### src/rtl/step_cfg_pkg.sv
// Package with the register map, field layout and source codes of step 12.
package step_cfg_pkg;
   // Register offset (byte address on the bus) and width.
   localparam logic [7:0] STEP12_CFG_OFFSET = 8'h9c;
   localparam int CFG_WIDTH = 16;
   localparam logic [15:0] STEP12_CFG_RESET = 16'h000c;
   // Field positions.
   localparam int INCLUDE_BIT = 15;
   localparam int GAIN_HI = 14;
   localparam int GAIN_LO = 13;
   localparam int NEG_BIT = 4;
   localparam int POS_HI = 3;
   localparam int POS_LO = 0;
   // Mask of the writable bits; bits 12 to 5 are reserved.
   localparam logic [15:0] WRITABLE_MASK = 16'he01f;
   // Decoded gain factors.
   typedef enum logic [2:0] {
      GAIN_X1 = 3'b001,
      GAIN_X2 = 3'b010,
      GAIN_X4 = 3'b100
   } gain_t;
   // Negative source selection seen by the converter front end.
   typedef enum logic [1:0] {
      NEG_ANALOG_GROUND = 2'b00,
      NEG_EXTERNAL_SEVEN = 2'b01,
      NEG_AUTOMATIC = 2'b10
   } neg_source_t;
   // Positive-select codes with a special meaning.
   localparam logic [3:0] POS_FIRST_INTERNAL = 4'h8;
   localparam logic [3:0] POS_TEMP_SENSOR = 4'h8;
   localparam logic [3:0] POS_GROUND_SHORT = 4'h9;
   localparam logic [3:0] POS_IO_SUPPLY_DIV4 = 4'hc;
   localparam logic [3:0] POS_DIG_REG_DIV103 = 4'hf;
endpackage : step_cfg_pkg

### src/rtl/step_source_decode.sv
// Decoder from the stored step fields to the sequencer's source controls.
`timescale 1ns/1ns
module step_source_decode (
   // Stored fields
   input wire logic [1:0] i_gain_code,
   input wire logic i_neg_code,
   input wire logic [3:0] i_pos_code,
   // Decoded controls
   output step_cfg_pkg::gain_t o_gain,
   output step_cfg_pkg::neg_source_t o_neg_source,
   output logic o_pos_external,
   output logic [2:0] o_pos_external_index,
   output logic o_temp_sensor,
   output logic o_ground_short,
   output logic o_io_supply_div4,
   output logic o_dig_reg_div103
);
   always_comb begin
      unique case (i_gain_code)
         2'b00: o_gain = step_cfg_pkg::GAIN_X1;
         2'b01: o_gain = step_cfg_pkg::GAIN_X2;
         2'b10, 2'b11: o_gain = step_cfg_pkg::GAIN_X4;
      endcase
   end

   always_comb begin
      if (i_pos_code >= step_cfg_pkg::POS_FIRST_INTERNAL) begin
         o_neg_source = step_cfg_pkg::NEG_AUTOMATIC;
      end else if (i_neg_code) begin
         o_neg_source = step_cfg_pkg::NEG_EXTERNAL_SEVEN;
      end else begin
         o_neg_source = step_cfg_pkg::NEG_ANALOG_GROUND;
      end
   end

   assign o_pos_external = ~i_pos_code[3];
   assign o_pos_external_index = i_pos_code[2:0];
   // Codes 1010b, 1011b, 1101b and 1110b drive none of the named strobes.
   assign o_temp_sensor = (i_pos_code == step_cfg_pkg::POS_TEMP_SENSOR);
   assign o_ground_short = (i_pos_code == step_cfg_pkg::POS_GROUND_SHORT);
   assign o_io_supply_div4 =
      (i_pos_code == step_cfg_pkg::POS_IO_SUPPLY_DIV4);
   assign o_dig_reg_div103 =
      (i_pos_code == step_cfg_pkg::POS_DIG_REG_DIV103);
endmodule : step_source_decode

### src/rtl/sequence_step12_config.sv
// Step 12 configuration register of the auxiliary converter sequencer.
// Notes on behaviour
// - Step included only while bit 15 set
// - Gain code 00,01,1x gives 1,2,4
// - Bit 4 picks ground or input seven
// - Codes 0-7 pick external inputs 0-7
// - Codes from 1000b choose negative automatically
// - 1000b temperature sensor, 1001b ground short
// - 1100b io supply/4, 1111b regulator/103
// - Address 9Ch, resets to 000Ch
//
// Implementation choice: register access over Avalon-MM.
`timescale 1ns/1ns
module sequence_step12_config (
   // Clock and reset
   input wire logic i_clk,
   input wire logic i_reset_n,
   // Avalon-MM slave
   input wire logic [7:0] i_address,
   input wire logic i_read,
   input wire logic i_write,
   input wire logic [31:0] i_writedata,
   input wire logic [3:0] i_byteenable,
   output logic [31:0] o_readdata,
   output logic o_waitrequest,
   output logic [1:0] o_response,
   // Sequencer controls
   output logic o_step_include_flag,
   output step_cfg_pkg::gain_t o_step_gain,
   output step_cfg_pkg::neg_source_t o_step_neg_source,
   output logic o_step_pos_external,
   output logic [2:0] o_step_pos_external_index,
   output logic o_step_temp_sensor,
   output logic o_step_ground_short,
   output logic o_step_io_supply_div4,
   output logic o_step_dig_reg_div103
);
   logic [15:0] cfg_reg;
   logic [15:0] cfg_next;
   logic ack_reg;
   logic [31:0] rdata_reg;
   logic [31:0] rdata_next;
   logic [1:0] resp_reg;
   logic hit;
   logic [15:0] lane_mask;

   // Every access waits exactly one cycle so read data come from a flop.
   assign o_waitrequest = (i_read | i_write) & ~ack_reg;
   assign o_readdata = rdata_reg;
   assign o_response = resp_reg;
   assign hit = (i_address == step_cfg_pkg::STEP12_CFG_OFFSET);
   assign lane_mask = {{8{i_byteenable[1]}}, {8{i_byteenable[0]}}};

   always_comb begin
      cfg_next = cfg_reg;
      if (i_write && hit && !ack_reg) begin
         cfg_next = ((i_writedata[15:0] & lane_mask) |
                     (cfg_reg & ~lane_mask))
                    & step_cfg_pkg::WRITABLE_MASK;
      end
   end

   always_comb begin
      rdata_next = 32'h0000_0000;
      if (hit) begin
         rdata_next = {16'h0000, cfg_reg & step_cfg_pkg::WRITABLE_MASK};
      end
   end

   always_ff @(posedge i_clk) begin
      if (!i_reset_n) begin
         cfg_reg <= step_cfg_pkg::STEP12_CFG_RESET;
      end else begin
         cfg_reg <= cfg_next;
      end
   end

   always_ff @(posedge i_clk) begin
      if (!i_reset_n) begin
         ack_reg <= 1'b0;
         rdata_reg <= 32'h0000_0000;
         resp_reg <= 2'b00;
      end else begin
         ack_reg <= (i_read | i_write) & ~ack_reg;
         if ((i_read | i_write) && !ack_reg) begin
            rdata_reg <= i_read ? rdata_next : 32'h0000_0000;
            // Unmapped addresses answer with the slave-error code.
            resp_reg <= hit ? 2'b00 : 2'b10;
         end
      end
   end

   assign o_step_include_flag = cfg_reg[step_cfg_pkg::INCLUDE_BIT];

   step_source_decode u_decode (
      .i_gain_code(cfg_reg[step_cfg_pkg::GAIN_HI:step_cfg_pkg::GAIN_LO]),
      .i_neg_code(cfg_reg[step_cfg_pkg::NEG_BIT]),
      .i_pos_code(cfg_reg[step_cfg_pkg::POS_HI:step_cfg_pkg::POS_LO]),
      .o_gain(o_step_gain),
      .o_neg_source(o_step_neg_source),
      .o_pos_external(o_step_pos_external),
      .o_pos_external_index(o_step_pos_external_index),
      .o_temp_sensor(o_step_temp_sensor),
      .o_ground_short(o_step_ground_short),
      .o_io_supply_div4(o_step_io_supply_div4),
      .o_dig_reg_div103(o_step_dig_reg_div103)
   );
endmodule : sequence_step12_config

### config.mk
export PLATFORM = sky130hd
export DESIGN_NAME = sequence_step12_config
export DESIGN_NICKNAME = d
export VERILOG_FILES = /design/src/rtl/step_cfg_pkg.sv /design/src/rtl/step_source_decode.sv /design/src/rtl/sequence_step12_config.sv
export SDC_FILE = /design/constraint.sdc
export NUM_CORES = 1
export LEC_CHECK = 0
export BUFFER_PORTS_ARGS = -buffer_cell sky130_fd_sc_hd__buf_2
export CORE_ASPECT_RATIO = 0.6
export CORE_MARGIN = 4
export CORE_UTILIZATION = 37
export CTS_CLUSTER_DIAMETER = 120
export DETAILED_ROUTE_END_ITERATION = 10
export MAX_ROUTING_LAYER = met4
export PLACE_DENSITY = 0.8
export SLEW_MARGIN = 0
export SYNTH_ARGS = -nofsm -noshare
export SYNTH_HDL_FRONTEND = slang
export SYNTH_SLANG_ARGS = --single-unit
### constraint.sdc
create_clock -name i_clk -period 1.2 [get_ports i_clk]
set_input_delay 0.24 -clock i_clk [delete_from_list [all_inputs] [get_ports i_clk]]
set_output_delay 0.24 -clock i_clk [all_outputs]
set_load 0.005 [all_outputs]
# ---- Word level (Yosys, flattened, before mapping)
# Cells that the tools add are included.
dict set report totals {
  in_bits 48
  out_inout_bits 49
  register_bits 43
}
dict set report classes {
  eq_ne 8
  n_lt_le_gt_ge 1
  n_reduce_logical 6
  bitwise 8
  mux 6
}
# operator count
set op_table {}
lappend op_table {{AND 16 bit} 2}
lappend op_table {{2-to-1 mux 16 bit} 2}
lappend op_table {{equality test 4 bit, second input constant} 4}
lappend op_table {{NOT 16 bit} 1}
lappend op_table {{bitwise OR 16 bit} 1}
lappend op_table {{case mux 3 bit (3 select lines)} 1}
lappend op_table {{equality test 8 bit, second input constant} 1}
lappend op_table {{equality test 2 bit, second input constant} 2}
lappend op_table {{>= comparator 4 bit, second input constant} 1}
lappend op_table {{2-to-1 mux 2 bit} 2}
lappend op_table {{logical AND 1 bit} 3}
lappend op_table {{equality test 2 x 1 -> 1 bit, second input constant} 1}
lappend op_table {{logical NOT 2 bit} 1}
lappend op_table {{NOT 1 bit} 2}
lappend op_table {{OR reduction 2 bit} 1}
lappend op_table {{AND 1 bit} 1}
lappend op_table {{logical NOT 1 bit} 1}
lappend op_table {{2-to-1 mux 1 bit} 1}
lappend op_table {{bitwise OR 1 bit} 1}

# ---- Logic depth before layout (Yosys ltp)
dict set report depth {
  depth_word 3
  depth_mapped 4
  ltp_nobuf 3
}

# ---- Hierarchy
# Synthesis repeated with hierarchy kept, for this count alone.
dict set report unflattened {
  hier_cells 129
  hier_area_um2 1104.8
}
# module seq_area_each_um2 cells_each n_inst area_per_inst_um2
set modules_own_cells {}
lappend modules_own_cells {sequence_step12_config 360.3 116 1 1006.0}
lappend modules_own_cells {step_source_decode 0.0 13 1 98.8}

# ---- Least setup slack after synthesis
# No wires, ideal clock.
dict set report synth_timing {
  path_kind {in2reg}
  startpoint {input port i_address[6]}
  endpoint {register with a tool-made name}
  path_buffers 1
  path_slack_ns 0.140
  stages 4
  arrival_time_ns 0.988
  cell_sequence {and4bb_1 and4_1 buf_6 mux2i_1}
}
# item line_no
set synth_rtl {}
lappend synth_rtl {{start: declaration} sequence_step12_config.sv:19} ;# input wire logic [7:0] i_address,

==> summary.md <==
| Metric | Value |
|---|---|
| Total CTS buffers | `3` |
| Antenna violations before repair | `0` |
| CORE AREA | `about 2600 um^2` |
| TritonCTS clock tree | `done` |
| Synth warn | `0` |
| DR vias | `934` |
| Post-route cell area | `between 1000 and 1500 um^2` |
| ANT cells | `0` |
| Max_cap viols | `0` |
| Synthesis-to-layout area growth | `30.5%` |
| GRT Overall Usage | `between 10% and 20%` |
| RSZ-0062 raised after global routing | `true` |
| Clock slew at reported path FFs | `0.07 ns` |
| First-pass GRT wire length | `a little over 4 mm` |
| Run status | `finished, violations left` |
| Latest clock arrival within the worst-skew pair | `between 0.2 and 0.3 ns` |
| Most frequent cells in the layout | `buf_2, conb_1, nand2_1, dfxtp_1, buf_4` |
| CP arrival | `~1.1 ns` |
| Worst path required time | `0.96 ns` |
| Layout cells sized above 1 | `a little over two fifths` |
| Most common cell after layout, fill and taps aside | `buf_2` |
| Worst clock skew | `roughly 0.0025 ns` |
| Placed Area | `1240 um^2` |
| Cell Count, Final, Fillers Out | `216` |
| Sequential share of power | `48.0%` |
| Placed cells | `208` |
| Combinational power share | `around an eighth` |
| Post-Synthesis Cells | `about 130` |
| Worst ir drop on vdd | `around 460 uV` |
| Fill cells | `265` |
| Clock Power Share | `slightly below 40%` |
| Setup WS post-layout | `-0.0863 ns` |
| Avg Cell Area, Syn | `between 8 and 9 um^2` |
| Final setup vio count | `4` |
| Sum Neg Setup Slack | `-0.235 ns` |
| Post-DP HPWL | `1.96 mm` |
| Antenna-violating nets left | `0` |
| Largest net degree at the start of global routing | `15` |
| Failing checks | `setup timing` |
| Fin nets | `~230` |
| Starting Density | `40.7%` |
| I/O Buffers | `45` |
| CTS Root Cell | `clkbuf_8` |
| Seq cells post-synth | `18` |
| Gpl congestion | `about 0.7` |
| WL final | `about 2.6 mm` |
| Footprint of the multi-input gates | `about 580 um^2` |
| Final core occ | `53.1%` |
| Vias in the first global route | `between 800 and 900` |
| Synth top area share | `33.5%` |
| Synth area leader | `dfxtp_1` |
| Residual DRC count | `0` |
| Pwr dens | `slightly below 900 nW/um^2` |
| Register area | `roughly 370 um^2` |
| Pins Over Slew Limit | `0` |
| Die ar. | `3860 um^2` |
| Fin crit share | `107%` |
| H-tree depth | `1` |
| Leak Pwr | `approximately 0.7 nW` |
| 1st-iter DRT viols | `28` |
| Hold WC Path Type | `primary input to flip-flop` |
| Net Switching | `0.000290 W` |
| I/O pin cnt | `slightly below 100` |
| Cell variety after synth | `24` |
| CP Max Fanout | `5` |
| Fin crit period | `between 1 and 1.5 ns` |
| CP max-delay cell | `dfxtp_2` |
| DRT Pass-1 Iters | `4` |
| Cell Int Power | `between 0.0009 and 0.001 W` |
| Crit end category | `output port` |
| Switching share of power | `a little under a quarter` |
| Max clock buf depth | `2` |
| Crit-path cells | `nor4b_2 > buf_2` |
| Post-Synthesis Cell Area | `approximately 1100 um^2` |
| Total global routing overflow | `0` |
| Synth top area cells | `dfxtp_1, buf_4, mux2i_1` |
| Fmax | `0.777 GHz` |
| Crit start category | `flip-flop` |
| Num rows | `14` |
| Seq/Total Area, Yosys | `about a third` |
| Vias per cell | `4.32` |
| Final Hold Viols | `0` |
| Slowest cell delay on critical path | `0.36 ns` |
| CP Class | `flip-flop to output port` |
| WL per Instance | `around 12 um` |
| Die Wd | `a little under 80 um` |
| Clock sink total | `18` |
| Die span in y | `49.8 um` |
| Hold slack | `0.217 ns` |
## power groups by stage
stage	clock network, W	logic, W	registers (W)
floorplan	0	0.000133	0.000622
finish	0.000490	0.000163	0.000603
global route	0.000533	0.000182	0.000604
CTS	0.000502	0.000144	0.000605
global placement	0	0.000134	0.000620
detailed placement	0	0.000136	0.000620
## synthesized netlist by cell type
library cell / instances
inv_2: 1
nand3_1: 3
and4bb_1: 2
dfxtp_1: 18
nor2b_1: 4
nor2_1: 7
buf_4: 29
inv_1: 2
nand4_1: 4
a21oi_1: 7
nand2_1: 19
conb_1: 1
nor4_1: 1
a311oi_1: 1
nand4_4: 1
and4_1: 2
o21bai_1: 1
and3b_1: 4
clkbuf_1: 4
nor4b_1: 2
buf_6: 3
nor2b_2: 1
a32oi_1: 1
mux2i_1: 8
## routing by layer
layer  share of wire, %  vias up  track usage (%)
met3                 11        0             5.82
met1                 43      419             17.3
li1                   -      468                -
met5                  0        -                -
met2                 46       47             21.2
met4                  0        0            0.888
## critical path: cells and delay by family, from the launching register on
family | cells | cell delay (ns)
flops | 1 | 0.36
simple gates | 1 | 0.28
buf+inv | 1 | 0.16
## stage by stage
stage / power (W) / setup WS (ns)
final: 0.00126 / -0.0863
after global routing: 0.00132 / -0.145
after CTS: 0.00125 / -0.0720
after detailed placement: 0.000756 / -0.0404
after global placement: 0.000754 / -0.0347
after floorplan: 0.000755 / 0.140
## final cells by class
| class | count | area share (%) |
|---|---|---|
| Multi-Input combinational cell | 93 | 41.1 |
| Clock buffer | 4 | 3.92 |
| Timing Repair Buffer | 58 | 24.0 |
| Tap cell | 40 | 3.57 |
| Sequential cell | 18 | 26.6 |
| Inverter | 3 | 0.802 |
## final timing paths
| path | slack (ns) | depth (start not counted) | start | to |
|---|---|---|---|---|
| setup reg to reg | 0.10 | 4 | ack_reg$_SDFF_PN0_ | flip-flop |
| hold reg to reg | 0.45 | 2 | o_readdata[1]$_SDFFE_PN0P_ | o_readdata[1]$_SDFFE_PN0P_ |
| hold / removal | 0.22 | 3 | i_writedata[0] | flip-flop |
| setup / recovery | -0.09 | 2 | flip-flop | o_step_ground_short |
## cells by family (layout without fill, tap and decap cells)
logic type             Yosys count  in the layout  share of synthesized area, %
AND/OR/NAND/NOR                 50             50                          27.3
buffers and inverters           39             65                          25.8
flip-flops                      18             18                          33.5
AO/OA/AOI/OAI                   10             10                          5.58
multiplexers                     8              8                          7.44
other                            1             25                         0.349
## what timing repair did
item,4_1_cts,5_1_grt
resized for setup,13,8
setup endpoints to repair,5,11
hold buffers,0,0
setup buffers,2,2
pin swaps,1,1
endpoints found under the hold margin,0,0
(Power assumes the default switching activity.)
